--- config.mk ---
export PLATFORM = sky130hd
export DESIGN_NAME = ccr_reassembler
export DESIGN_NICKNAME = d
export VERILOG_FILES = /design/src/common/ccr_pkg.sv /design/src/verilog/ccr_cell_buffer.sv /design/src/verilog/ccr_reassembler.sv
export SDC_FILE = /design/constraint.sdc
export NUM_CORES = 1
export LEC_CHECK = 0
export BUFFER_PORTS_ARGS = -buffer_cell sky130_fd_sc_hd__clkbuf_2
export CAP_MARGIN = 15
export CORE_MARGIN = 3
export CORE_UTILIZATION = 56
export DETAILED_ROUTE_END_ITERATION = 10
export PLACE_DENSITY = 0.73
export SLEW_MARGIN = 20
export SYNTH_ARGS = -nofsm -noshare
export SYNTH_HDL_FRONTEND = slang
export SYNTH_HIERARCHICAL = 1
export SYNTH_SLANG_ARGS = --single-unit
--- constraint.sdc ---
create_clock -name sys_clk_i -period 12.17 [get_ports sys_clk_i]
set_input_delay 1.217 -clock sys_clk_i [delete_from_list [all_inputs] [get_ports sys_clk_i]]
set_output_delay 1.217 -clock sys_clk_i [all_outputs]
set_load 0.01 [all_outputs]
--- src/common/ccr_pkg.sv ---
// Package: constants, layouts and helpers of the cell reassembler
package ccr_pkg;

  // ----------------------------------------------------------------
  // Register map
  // ----------------------------------------------------------------
  localparam logic [15:0] RX_FIFO_BASE_OFS = 16'h4020;
  localparam logic [15:0] RX_FIFO_WPTR_OFS = 16'h4022;
  localparam logic [15:0] RX_FIFO_BASE_RST = 16'h0000;

  // ----------------------------------------------------------------
  // Cell geometry and counts
  // ----------------------------------------------------------------
  localparam logic [5:0] CELL_LAST = 6'h34;
  localparam logic [5:0] HDR_LEN = 6'h05;
  localparam logic [2:0] WORD_LAST = 3'h4;
  localparam logic [2:0] WORD_STATE = 3'h3;
  localparam int MAX_CHANNELS = 122;
  localparam int MAX_VCS = 1024;

  // ----------------------------------------------------------------
  // Control structure field positions
  // ----------------------------------------------------------------
  localparam int FIRST_LSB = 8;
  localparam int LAST_LSB = 0;
  localparam int MINL_LSB = 0;
  localparam int MAXL_LSB = 8;
  localparam int AVGL_LSB = 0;
  localparam int TYPE_LSB = 8;
  localparam int PSIZE_LSB = 10;
  localparam int CUR_LSB = 0;
  localparam int AAL1_LSB = 8;
  localparam int START_BIT = 15;
  localparam int SIZE_LSB = 12;
  localparam int VALID_BIT = 15;

  // ----------------------------------------------------------------
  // Types
  // ----------------------------------------------------------------
  typedef enum logic [1:0] {
    AAL_CBR0 = 2'h0,
    AAL_RSVD = 2'h1,
    AAL_ONE = 2'h2,
    AAL_SRTS = 2'h3
  } ccr_aal_type;

  typedef struct packed {
    logic sop;
    logic cbr;
    logic [16:0] sptr;
    logic [7:0] data;
  } ccr_cell_byte_type;

  // ----------------------------------------------------------------
  // Helpers
  // ----------------------------------------------------------------
  function automatic logic [9:0] lead_bytes(input logic [7:0] lead);
    lead_bytes = {lead, 2'b00};
  endfunction

  function automatic logic [9:0] size_mask(input logic [2:0] code);
    case (code)
      3'h0: size_mask = 10'h03f;
      3'h1: size_mask = 10'h07f;
      3'h2: size_mask = 10'h0ff;
      3'h3: size_mask = 10'h1ff;
      3'h4: size_mask = 10'h3ff;
      default: size_mask = 10'h03f;
    endcase
  endfunction

endpackage

--- src/verilog/ccr_cell_buffer.sv ---
// Small valid/ready FIFO in front of the reassembler
`timescale 1ns/1ps
module ccr_cell_buffer #(
  parameter int WIDTH = 27,
  parameter int DEPTH = 2
) (
  input wire logic sys_clk_i,
  input wire logic rst_i,
  input wire logic in_valid_i,
  output logic in_ready_o,
  input wire logic [WIDTH-1:0] in_data_i,
  output logic out_valid_o,
  input wire logic out_ready_i,
  output logic [WIDTH-1:0] out_data_o
);
  localparam int PW = (DEPTH > 1) ? $clog2(DEPTH) : 1;
  localparam int CW = $clog2(DEPTH + 1);
  localparam logic [CW-1:0] FULL = CW'(DEPTH);

  logic [WIDTH-1:0] mem_q [DEPTH];
  logic [WIDTH-1:0] mem_d [DEPTH];
  logic [PW-1:0] wr_q, wr_d, rd_q, rd_d;
  logic [CW-1:0] cnt_q, cnt_d;
  logic push, pop;

  assign in_ready_o = (cnt_q != FULL);
  assign out_valid_o = (cnt_q != '0);
  assign out_data_o = mem_q[rd_q];

  always_comb begin
    push = in_valid_i && in_ready_o;
    pop = out_valid_o && out_ready_i;
    mem_d = mem_q;
    wr_d = wr_q;
    rd_d = rd_q;
    cnt_d = cnt_q;
    if (push) begin
      mem_d[wr_q] = in_data_i;
      wr_d = (wr_q == PW'(DEPTH - 1)) ? '0 : PW'(wr_q + 1'b1);
    end
    if (pop) begin
      rd_d = (rd_q == PW'(DEPTH - 1)) ? '0 : PW'(rd_q + 1'b1);
    end
    if (push && !pop) begin
      cnt_d = CW'(cnt_q + 1'b1);
    end else if (pop && !push) begin
      cnt_d = CW'(cnt_q - 1'b1);
    end
  end

  always_ff @(posedge sys_clk_i or posedge rst_i) begin
    if (rst_i) begin
      for (int i = 0; i < DEPTH; i++) begin
        mem_q[i] <= '0;
      end
      wr_q <= '0;
      rd_q <= '0;
      cnt_q <= '0;
    end else begin
      mem_q <= mem_d;
      wr_q <= wr_d;
      rd_q <= rd_d;
      cnt_q <= cnt_d;
    end
  end
endmodule

--- src/verilog/ccr_reassembler.sv ---
// Receive cell reassembler: CBR payload to circular buffers, data cells
// to the receive data cell FIFO
// Notes on behaviour
// (RULE1) CBR cell payload goes to timeslot buffers
// (RULE2) Non-CBR cells stored whole in data FIFO
// (RULE3) CBR-AAL5 handled as partially filled AAL0
// (RULE4) 1 to 122 channels, 1024 circuits
// (RULE5) Errors never halt; next cell proceeds
// (RULE6) Minimum lead times four is floor
// (RULE7) Maximum lead times four is ceiling
// (RULE8) Software sets average lead to midpoint
// (RULE9) Type code: 00 AAL0/5, 10/11 AAL1
// (RULE10) Payload size code sets bytes per cell
// (RULE11) Current entry starts at first, hardware advances
// (RULE12) Stored AAL1 byte checks sequence numbers
// (RULE13) Started flag set once structure has run
// (RULE14) First cell written at average lead
// (RULE15) Buffer size code 64 to 1024 bytes
// (RULE16) Stored write pointer marks next byte
// (RULE17) Write only to buffers marked valid
// (RULE18) Entry gives address bits 20 to 6
// (RULE19) Software aligns buffers to their size
// (RULE20) Software zeroes reserved structure fields
// (RULE21) Software builds structure before cells arrive
// (RULE22) Beyond maximum: overrun, restart at average
// (RULE23) Before minimum: underrun, restart at average
// (RULE24) Bytes spread first to last entry, wrap
`timescale 1ns/1ps
module ccr_reassembler #(
  parameter int FIFO_CELLS = 128
) (
  input wire logic sys_clk_i,
  input wire logic rst_i,
  input wire logic cell_valid_i,
  output logic cell_ready_o,
  input ccr_pkg::ccr_cell_byte_type cell_i,
  input wire logic [9:0] tdm_rd_ptr_i,
  input wire logic [15:0] reg_addr_i,
  input wire logic reg_wr_i,
  input wire logic reg_rd_i,
  input wire logic [15:0] reg_wdata_i,
  output logic [15:0] reg_rdata_o,
  output logic mem_req_o,
  output logic mem_we_o,
  output logic mem_word_o,
  output logic [20:0] mem_addr_o,
  output logic [15:0] mem_wdata_o,
  input wire logic [15:0] mem_rdata_i,
  input wire logic mem_ack_i,
  output logic overrun_o,
  output logic underrun_o,
  output logic seq_err_o
);
  import ccr_pkg::*;

  // ----------------------------------------------------------------
  // State
  // ----------------------------------------------------------------
  typedef enum logic [2:0] {
    ST_IDLE = 3'b000,
    ST_LOAD = 3'b001,
    ST_CHECK = 3'b011,
    ST_STREAM = 3'b010,
    ST_ENTRY = 3'b110,
    ST_WRITE = 3'b111,
    ST_WBACK = 3'b101,
    ST_DATA = 3'b100
  } ccr_state_type;

  ccr_state_type state_q, state_d;
  logic [15:0] w_q [5];
  logic [15:0] w_d [5];
  logic [2:0] widx_q, widx_d;
  logic [5:0] pos_q, pos_d, remain_q, remain_d;
  logic [6:0] cur_q, cur_d, fifo_cnt_q, fifo_cnt_d;
  logic [9:0] wp_q, wp_d;
  logic [7:0] aal1_q, aal1_d;
  logic [15:0] ent_q, ent_d, fifo_base_q, fifo_base_d, rdata_q, rdata_d;
  logic [16:0] sptr_q, sptr_d;
  logic ovr_q, ovr_d, udr_q, udr_d, seq_q, seq_d;

  logic [26:0] bvec;
  ccr_cell_byte_type bdat;
  logic bvalid, bready, take, adv;
  logic [9:0] mask, lead, avgpos, off;
  logic [2:0] size_code;
  ccr_aal_type aal;
  logic [6:0] first_e, last_e;
  logic [2:0] seq_exp;

  // ----------------------------------------------------------------
  // Input buffer; a stall here reaches the cell source
  // ----------------------------------------------------------------
  ccr_cell_buffer #(
    .WIDTH($bits(ccr_cell_byte_type)),
    .DEPTH(2)
  ) u_buf (
    .sys_clk_i(sys_clk_i),
    .rst_i(rst_i),
    .in_valid_i(cell_valid_i),
    .in_ready_o(cell_ready_o),
    .in_data_i(cell_i),
    .out_valid_o(bvalid),
    .out_ready_i(bready),
    .out_data_o(bvec)
  );
  assign bdat = ccr_cell_byte_type'(bvec);
  assign bready = take;

  // ----------------------------------------------------------------
  // Structure field decode
  // ----------------------------------------------------------------
  assign size_code = w_q[4][SIZE_LSB+:3];
  assign mask = size_mask(size_code); // [RULE15]
  assign aal = ccr_aal_type'(w_q[2][TYPE_LSB+:2]);
  assign first_e = w_q[0][FIRST_LSB+:7];
  assign last_e = w_q[0][LAST_LSB+:7];
  assign lead = (w_q[4][9:0] - tdm_rd_ptr_i) & mask;
  // Midpoint supplied by software, used as given
  assign avgpos = (tdm_rd_ptr_i + lead_bytes(w_q[2][AVGL_LSB+:8])) & mask;
  assign off = wp_q & mask;
  assign seq_exp = 3'(aal1_q[6:4] + 1'b1);

  // ----------------------------------------------------------------
  // Memory port
  // ----------------------------------------------------------------
  always_comb begin
    mem_req_o = 1'b0;
    mem_we_o = 1'b0;
    mem_word_o = 1'b1;
    mem_addr_o = {sptr_q, widx_q, 1'b0};
    mem_wdata_o = 16'h0000;
    unique case (state_q)
      ST_LOAD: mem_req_o = 1'b1;
      ST_ENTRY: begin
        mem_req_o = 1'b1;
        mem_addr_o = {sptr_q[16:4], cur_q, 1'b0}; // [RULE4]
      end
      ST_WRITE: begin
        mem_req_o = 1'b1;
        mem_we_o = 1'b1;
        mem_word_o = 1'b0;
        mem_addr_o = {ent_q[14:0], 6'h00} | {11'h000, off}; // [RULE18]
        mem_wdata_o = {8'h00, bdat.data};
      end
      ST_WBACK: begin
        mem_req_o = 1'b1;
        mem_we_o = 1'b1;
        if (widx_q == WORD_STATE) begin
          mem_wdata_o = {aal1_q, 1'b0, cur_q};
        end else begin
          mem_wdata_o = {1'b1, size_code, 2'b00, wp_q}; // [RULE13] [RULE16]
        end
      end
      ST_DATA: begin
        mem_req_o = bvalid;
        mem_we_o = 1'b1;
        mem_word_o = 1'b0;
        mem_addr_o = {fifo_base_q[7:0], fifo_cnt_q, pos_q}; // [RULE2]
        mem_wdata_o = {8'h00, bdat.data};
      end
      default: mem_req_o = 1'b0;
    endcase
  end

  // ----------------------------------------------------------------
  // Sequencer
  // ----------------------------------------------------------------
  always_comb begin
    state_d = state_q;
    w_d = w_q;
    widx_d = widx_q;
    pos_d = pos_q;
    remain_d = remain_q;
    cur_d = cur_q;
    wp_d = wp_q;
    aal1_d = aal1_q;
    ent_d = ent_q;
    sptr_d = sptr_q;
    fifo_cnt_d = fifo_cnt_q;
    ovr_d = 1'b0;
    udr_d = 1'b0;
    seq_d = 1'b0;
    take = 1'b0;
    adv = 1'b0;
    unique case (state_q)
      ST_IDLE: begin
        if (bvalid) begin
          if (!bdat.sop) begin
            take = 1'b1; // Stray bytes dropped, no lockup [RULE5]
          end else if (bdat.cbr) begin
            state_d = ST_LOAD; // [RULE1]
            sptr_d = bdat.sptr;
            widx_d = 3'h0;
          end else begin
            state_d = ST_DATA; // [RULE2]
          end
        end
      end
      ST_LOAD: begin
        if (mem_ack_i) begin
          w_d[widx_q] = mem_rdata_i;
          if (widx_q == WORD_LAST) begin
            state_d = ST_CHECK;
          end else begin
            widx_d = 3'(widx_q + 1'b1);
          end
        end
      end
      ST_CHECK: begin
        cur_d = w_q[3][CUR_LSB+:7]; // [RULE11]
        aal1_d = w_q[3][AAL1_LSB+:8]; // [RULE12]
        // Reserved type code falls back to AAL0 handling
        if (aal == AAL_ONE || aal == AAL_SRTS) begin // [RULE9]
          remain_d = w_q[2][PSIZE_LSB+:6]; // [RULE10]
        end else begin
          remain_d = 6'(w_q[2][PSIZE_LSB+:6] + 1'b1); // [RULE3] [RULE10]
        end
        if (!w_q[4][START_BIT]) begin
          wp_d = avgpos; // [RULE14]
        end else if (lead > lead_bytes(w_q[1][MAXL_LSB+:8])) begin // [RULE7]
          ovr_d = 1'b1; // [RULE22]
          wp_d = avgpos;
        end else if (lead < lead_bytes(w_q[1][MINL_LSB+:8])) begin // [RULE6]
          udr_d = 1'b1; // [RULE23]
          wp_d = avgpos;
        end else begin
          wp_d = w_q[4][9:0]; // [RULE16]
        end
        state_d = ST_STREAM;
      end
      ST_STREAM: begin
        if (bvalid) begin
          if (pos_q < HDR_LEN) begin
            take = 1'b1;
          end else if (pos_q == HDR_LEN && aal[1]) begin
            take = 1'b1;
            aal1_d = bdat.data;
            // Sequence slip reported, payload still used [RULE12] [RULE5]
            seq_d = (bdat.data[6:4] != seq_exp);
          end else if (remain_q != 6'h00) begin
            state_d = ST_ENTRY;
          end else begin
            take = 1'b1;
          end
        end
      end
      ST_ENTRY: begin
        if (mem_ack_i) begin
          ent_d = mem_rdata_i;
          if (mem_rdata_i[VALID_BIT]) begin
            state_d = ST_WRITE; // [RULE17]
          end else begin
            take = 1'b1;
            adv = 1'b1;
            state_d = ST_STREAM;
          end
        end
      end
      ST_WRITE: begin
        if (mem_ack_i) begin
          take = 1'b1; // [RULE1]
          adv = 1'b1;
          state_d = ST_STREAM;
        end
      end
      ST_WBACK: begin
        if (mem_ack_i) begin
          if (widx_q == WORD_LAST) begin
            state_d = ST_IDLE;
          end else begin
            widx_d = 3'(widx_q + 1'b1);
          end
        end
      end
      ST_DATA: begin
        take = bvalid && mem_ack_i;
      end
      default: state_d = ST_IDLE;
    endcase
    if (adv) begin
      remain_d = 6'(remain_q - 1'b1);
      if (cur_q == last_e) begin // [RULE24]
        cur_d = first_e;
        wp_d = (wp_q + 10'h001) & mask;
      end else begin
        cur_d = 7'(cur_q + 1'b1);
      end
    end
    if (take) begin
      pos_d = 6'(pos_q + 1'b1);
      if (state_q == ST_IDLE) begin
        pos_d = 6'h00;
      end else if (pos_q == CELL_LAST) begin
        pos_d = 6'h00;
        if (state_q == ST_DATA) begin
          state_d = ST_IDLE;
          fifo_cnt_d = (fifo_cnt_q == 7'(FIFO_CELLS - 1)) ? 7'h00 :
                       7'(fifo_cnt_q + 1'b1);
        end else begin
          state_d = ST_WBACK;
          widx_d = WORD_STATE;
        end
      end
    end
  end

  // ----------------------------------------------------------------
  // Registers
  // ----------------------------------------------------------------
  always_comb begin
    fifo_base_d = fifo_base_q;
    rdata_d = rdata_q;
    if (reg_wr_i && reg_addr_i == RX_FIFO_BASE_OFS) begin
      fifo_base_d = reg_wdata_i;
    end
    if (reg_rd_i) begin
      if (reg_addr_i == RX_FIFO_BASE_OFS) begin
        rdata_d = fifo_base_q;
      end else if (reg_addr_i == RX_FIFO_WPTR_OFS) begin
        rdata_d = {9'h000, fifo_cnt_q};
      end else begin
        rdata_d = 16'h0000;
      end
    end
  end

  always_ff @(posedge sys_clk_i or posedge rst_i) begin
    if (rst_i) begin
      state_q <= ST_IDLE;
      for (int i = 0; i < 5; i++) begin
        w_q[i] <= 16'h0000;
      end
      widx_q <= 3'h0;
      pos_q <= 6'h00;
      remain_q <= 6'h00;
      cur_q <= 7'h00;
      wp_q <= 10'h000;
      aal1_q <= 8'h00;
      ent_q <= 16'h0000;
      sptr_q <= 17'h00000;
      fifo_cnt_q <= 7'h00;
      fifo_base_q <= RX_FIFO_BASE_RST;
      rdata_q <= 16'h0000;
      ovr_q <= 1'b0;
      udr_q <= 1'b0;
      seq_q <= 1'b0;
    end else begin
      state_q <= state_d;
      w_q <= w_d;
      widx_q <= widx_d;
      pos_q <= pos_d;
      remain_q <= remain_d;
      cur_q <= cur_d;
      wp_q <= wp_d;
      aal1_q <= aal1_d;
      ent_q <= ent_d;
      sptr_q <= sptr_d;
      fifo_cnt_q <= fifo_cnt_d;
      fifo_base_q <= fifo_base_d;
      rdata_q <= rdata_d;
      ovr_q <= ovr_d;
      udr_q <= udr_d;
      seq_q <= seq_d;
    end
  end

  assign reg_rdata_o = rdata_q;
  assign overrun_o = ovr_q;
  assign underrun_o = udr_q;
  assign seq_err_o = seq_q;
endmodule
Word-level counts from Yosys, hierarchy flattened. Index checks and enable logic that the tools add are counted.

Add/sub/neg operators: 14. $lt $le $gt $ge: 8. Equal/unequal tests: 26. Multiplexer cells: 92. Bitwise logic cells: 9. Reduce and logical (&&, ||, !) cells: 27.

Operators with widths (count): $mux W27 (4); $mux W3 (27); $bwmux W80 (1); $pmux W21 S3 (1); $mux W10 (6); $bwmux W54 (1); $demux W16 S3 (1); $mux W16 (3); $and A10 B10 Y10 (4); $pmux W10 S4 (1); $mux W7 (5); $eq A16 B15 Y1 const B (2); $pmux W16 S2 (1); $mux W6 (5); $demux W27 S1 (1); $mux W1 (24); $mux W8 (3); $or A21 B10 Y21 (1); $pmux W3 S7 (1); $eq A3 B3 Y1 const B (6); $pmux W8 S2 (1); $eq A3 B2 Y1 const B (5); $add A7 B1 Y7 const B (2); $add A6 B1 Y6 const B (2); 41 further kinds (68).

Register bits after elaboration: 255. Input bits: 91. Output and inout port bits: 60. Logic and storage cells: 201.

Depth between registers and ports, before layout.
Word-level depth: 12. Gate-level depth with buffers: 19. Depth with buffers taken out: 18.

Modules after synthesis. The synthesis kept the hierarchy.

By module, submodules not included: ccr_reassembler (instances 1, cells an instance 1062, area an instance 10626.4 sq um, seq. area each 4779.6 sq um); ccr_cell_buffer (instances 1, cells an instance 162, area an instance 2716.4 sq um, seq. area each 1451.4 sq um).

Worst setup path before layout. No wires, ideal clock.

Path kind: input -> register. Start point: input port tdm_rd_ptr_i[2]. End point: register wp_q[8]. Library setup time: 69 ps. Arrival time: 4798 ps. Data required time: 12101 ps. Slack: 7304 ps. Stages on the path: 16. Path buffers: 0. Cell sequence: inv_1 > ha_1 > nor2b_1 > o31a_1 > or3_1 > o21ai_0 > xor2_1 > nor2_1 > ha_1 > a21oi_1 > or3b_2 > a311o_1 > o2111ai_1 > a41oi_4 > or4_2 > nand3_1.

Word-level cells in the longest chain between the ends: 9. Elaborated cells on any way between the ends: 12. Classes of those cells: add/sub: 2; order compare: 2; mux: 6; bitwise: 2.

RTL lines: from (decl) (line ccr_reassembler.sv:37) `input wire logic [9:0] tdm_rd_ptr_i,`; $sub A10 B10 Y10 (line ccr_reassembler.sv:118) `assign lead = (w_q[4][9:0] - tdm_rd_ptr_i) & mask;`; $and A10 B10 Y10 (line ccr_reassembler.sv:118); $lt A10 B10 Y1 (line ccr_reassembler.sv:224) `end else if (lead < lead_bytes(w_q[1][MINL_LSB+:8])) begin`; $mux W10 (line ccr_reassembler.sv:224); $mux W10 (line ccr_reassembler.sv:221) `end else if (lead > lead_bytes(w_q[1][MAXL_LSB+:8])) begin`; $mux W10 (*) (line ccr_reassembler.sv:219) `if (!w_q[4][START_BIT]) begin`; $mux W10 (*) (line ccr_reassembler.sv:186) `unique case (state_q)`; $mux W10 (line ccr_reassembler.sv:283) `if (cur_q == last_e) begin`; $mux W10 (*) (line ccr_reassembler.sv:281) `if (adv) begin`; net wp_d[8] (line ccr_reassembler.sv:76) `logic [9:0] wp_q, wp_d;`; to (signal assigned) (line ccr_reassembler.sv:355) `wp_q <= wp_d;`; to (decl) (line ccr_reassembler.sv:76).

The timed path passes the listed nets; every way through them passes the cells marked *. A chain may end at the register's enable or synchronous reset.

Final worst setup path.
Start point: input port tdm_rd_ptr_i[0]. End point: register wp_q[8].

The elaborated chain is that of the path after synthesis.

==> flow_summary.yaml <==
run_status:
  status: "complete, no violations"
routing:
  drt_iter0_markers: 781
  drc: 0
  firstDrtPassIters: 5
  antenna_left: 0
  wl_cell_um: 20.6
  vias: 9993
  drt-total-wl_um: 34800
  vias_per_cell: 5.92
power_and_ir_drop:
  powerDensity_nw_per_um2: 199
  total_power_w: 0.00305
  power_switching_w: 0.000981
  power_frac_clock_pct: 31.1
  power_frac_seq_pct: 39.6
  p_comb_share_pct: 29.3
  power_report.internal_total_w: 0.00207
  swShare_pct: 32.2
  worst_ir_drop_vdd_mv: 0.115
  p_leak_nw: 7.43
layout:
  finalNetCount: 1491
  final.fill_count: 1803
  n_antenna_cell: 0
  finish.utilization_pct: 66.6
  count_of_placed_standard_cells_in_the_final_layout_fillers_left_out: 1689
  synthToLayoutAreaGrowth_pct: 15.0
  final_cell_mix: "sky130_fd_sc_hd__dfrtp_1 (249), sky130_fd_sc_hd__mux2_2 (157), sky130_fd_sc_hd__clkbuf_2 (150)"
  mostFrequentLayoutCell: "sky130_fd_sc_hd__dfrtp_1"
  drive_gt1_share_pct: 31.9
die:
  initial_core_util_pct: 57.9
  rows: 55
  dieHeight_um: 160
  dieWidth_um: 160
  design.die.area_um2: 25700
  core-area_um2: 23100
  io_pins: 151
clocking:
  cts_setup_buffers: 0
  clock-sinks: 249
  clockRootBuffer: "sky130_fd_sc_hd__clkbuf_16"
  htree_levels: 1
  worstSkewPairLatency_ns: 0.54
  worst_setup_hold_path_clk_slew_ns: 0.06
  ctsHoldBuffers: 0
  cts.repair.resized: 0
  tritoncts: "yes"
  cts.path.max_buffers: 3
  cts_buffers: 27
sta:
  max-slew-margin-rel_pct: 31.8
  grt_setup_unrepaired: "false"
  hold_violations: 0
  drv_slew: 0
  fin_skew_ns: 0.00912
  finalSetupTns_ns: 0
  final.period_utilization_pct: 40.5
  max_slew.worst_pin.slew_ns: 1.02
  period_needed_ns: 4.93
  timing.fmax_mhz: 203
  finalSetupViolCount: 0
place:
  dp_hpwl_um: 24600
  post_place_cells: 1638
  port-buffer-count: 150
  gp_routability_congestion: 0.893
global_routing:
  number_of_global_route_vias_before_repair: 10000
  grt.total_usage_pct: 26.9
  global_route_wire_length_before_repair_um: 55400
  grt_start_max_net_pins: 116
  grt_antenna_before_repair: 0
  grt_overflow_total: 0
synthesis:
  ys_async_sr_fraction_pct: 100
  synth.yosys.seq_area_share_pct: 46.7
  yosysUniqueCellTypes: 77
  ys.flop_type: "sky130_fd_sc_hd__dfrtp_1"
  syn_inst: 1224
  mappedNetlistNets: 1360
  yosysWarnings: 6
  yosys_register_bits: 249
  syn_area_per_cell_um2: 10.9
  post_synth_edffs: 0
  syn-cell-area_um2: 13300
setup_path:
  path_common_cell: "sky130_fd_sc_hd__ha_1"
  cp_max_fo: 14
  critical_path.endpoint_type: "flop"
  worstPathCellList: "clkbuf_2 > ha_1 > fa_1 > nor2b_1 > o31a_1 > or3_1 > o21ai_0 > xor2_1 > nor2_1 > ha_1 > a21oi_1 > or3b_2 > a311o_1 > o2111ai_1 > a41oi_4 > or4_2 > nand3_1"
  rrSetupSlack_ns: 7.58
  critPathBufInv: 1
  timing.setup.critical_path_class: "in2reg"
  cp_data_arrival_time_ns: 5.40
  critPathRequiredTime_ns: 12.64
  timing.critical_path.max_delay_family: "simple AND/OR/NAND/NOR gates"
  setup.worst_path.start: "tdm_rd_ptr_i[0]"
  delay_of_the_slowest_cell_on_the_worst_path_ns: 0.69
  crit_path_start_kind: "primary input"
  critical_path.slowest_cell: "sky130_fd_sc_hd__or4_2"
  timing.rr.start: "w_q[0]$_DFFE_PP0P_"
min_path:
  min_from: "u_buf/wr_q$_DFFE_PP0P_"
  hold_path_class: "reg2reg"
run:
  timing.max_cap.violations: 0
-- registers in the layout (all words and copies together) (netlist names), 7 cells and up --
signal	cells
aal1_q	8
cur_q	7
ent_q	15
fifo_base_q	16
fifo_cnt_q	7
first_e	7
last_e	7
reg_rdata_o	16
sptr_q	17
u_buf/mem_q	54
w_q	56
wp_q	10
-- worst register-to-register path, cell delays in order (launching register included) --
cell,delay (ns)
sky130_fd_sc_hd__dfrtp_1,0.40
sky130_fd_sc_hd__inv_1,0.06
sky130_fd_sc_hd__ha_1,0.21
sky130_fd_sc_hd__fa_1,0.41
sky130_fd_sc_hd__nor2b_1,0.21
sky130_fd_sc_hd__o31a_1,0.21
sky130_fd_sc_hd__or3_1,0.12
sky130_fd_sc_hd__o21ai_0,0.09
sky130_fd_sc_hd__xor2_1,0.16
sky130_fd_sc_hd__nor2_1,0.16
sky130_fd_sc_hd__ha_1,0.27
sky130_fd_sc_hd__a21oi_1,0.18
sky130_fd_sc_hd__or3b_2,0.46
sky130_fd_sc_hd__a311o_1,0.34
sky130_fd_sc_hd__o2111ai_1,0.30
sky130_fd_sc_hd__a41oi_4,0.16
sky130_fd_sc_hd__or4_2,0.70
sky130_fd_sc_hd__nand3_1,0.09
-- metal layers --
metal	part of all wire [%]	track usage, %	routed length, um
met3	6.3	4.00	2190
met5	0	0	0
met4	3.0	7.77	1060
met1	44	38.1	15400
met2	47	43.5	16200
-- kinds of logic (layout without fill, tap and decap cells) --
kind of cell | after synthesis | count (layout) | synth area share, %
AOI/OAI and AO/OA | 228 | 228 | 10.7
xor gates and xnor gates | 41 | 41 | 2.69
adders and majority gates | 45 | 45 | 4.33
buffers and inverters | 126 | 278 | 4.02
DFF | 249 | 249 | 46.7
muxes | 230 | 230 | 20.2
and+or+nand+nor | 305 | 305 | 11.3
-- power groups by stage --
| stage | logic [W] | registers [W] | clock network [W] |
|---|---|---|---|
| finish | 0.000892 | 0.00121 | 0.000948 |
| global route | 0.000973 | 0.00123 | 0.00100 |
| CTS | 0.000894 | 0.00120 | 0.000965 |
| detailed placement | 0.000888 | 0.00121 | 0 |
| global placement | 0.000865 | 0.00120 | 0 |
| floorplan | 0.000726 | 0.00112 | 0 |
-- final timing paths --
kind                                              end  depth (start not counted)
hold reg to reg                u_buf/wr_q$_DFFE_PP0P_                          1
min in group asynchronous  fifo_base_q[4]$_DFFE_PP0P_                          2
hold / removal                 u_buf/wr_q$_DFFE_PP0P_                          1
setup / recovery                    wp_q[8]$_DFF_PP0_                         17
setup reg to reg                    wp_q[8]$_DFF_PP0_                         17
max in group asynchronous   fifo_cnt_q[0]$_DFFE_PP0P_                          3
-- through the flow --
stage	hold WS [ns]	area, um^2	setup WS (ns)
after floorplan	0.454	13300	5.75
after global placement	0.469	14300	6.81
after detailed placement	0.480	14300	6.74
after CTS	0.494	15300	7.29
after global routing	0.518	15300	7.00
final	0.494	15300	7.24
-- layout make-up --
cell class | count | area [um^2] | share of cell area, %
flip-flops and latches | 249 | 6230 | 40.6
inverters | 67 | 259 | 1.69
clock buffers | 30 | 717 | 4.67
multi-input cells | 849 | 6590 | 43.0
clock inverters | 20 | 322 | 2.10
well taps | 313 | 392 | 2.55
repair buffers | 161 | 833 | 5.43
-- synth_stat cells, drive strengths merged (10+ instances only) --
library cell    n  area (um^2)
nand3          32          160
o22ai          29          181
dfrtp         249         6230
nor2b          10         62.6
xnor2          19          166
mux2i          33          330
a31oi          10         62.6
ha             43          538
and3           21          136
buf            15          120
xor2           22          193
mux2          197         2370
o21ai          76          380
inv            66          248
nand4          12         75.1
nor3           11         55.1
nand2          98          368
clkbuf         44          165
a21oi          51          259
nor2           70          263
Power figures use the tool's default switching activity.
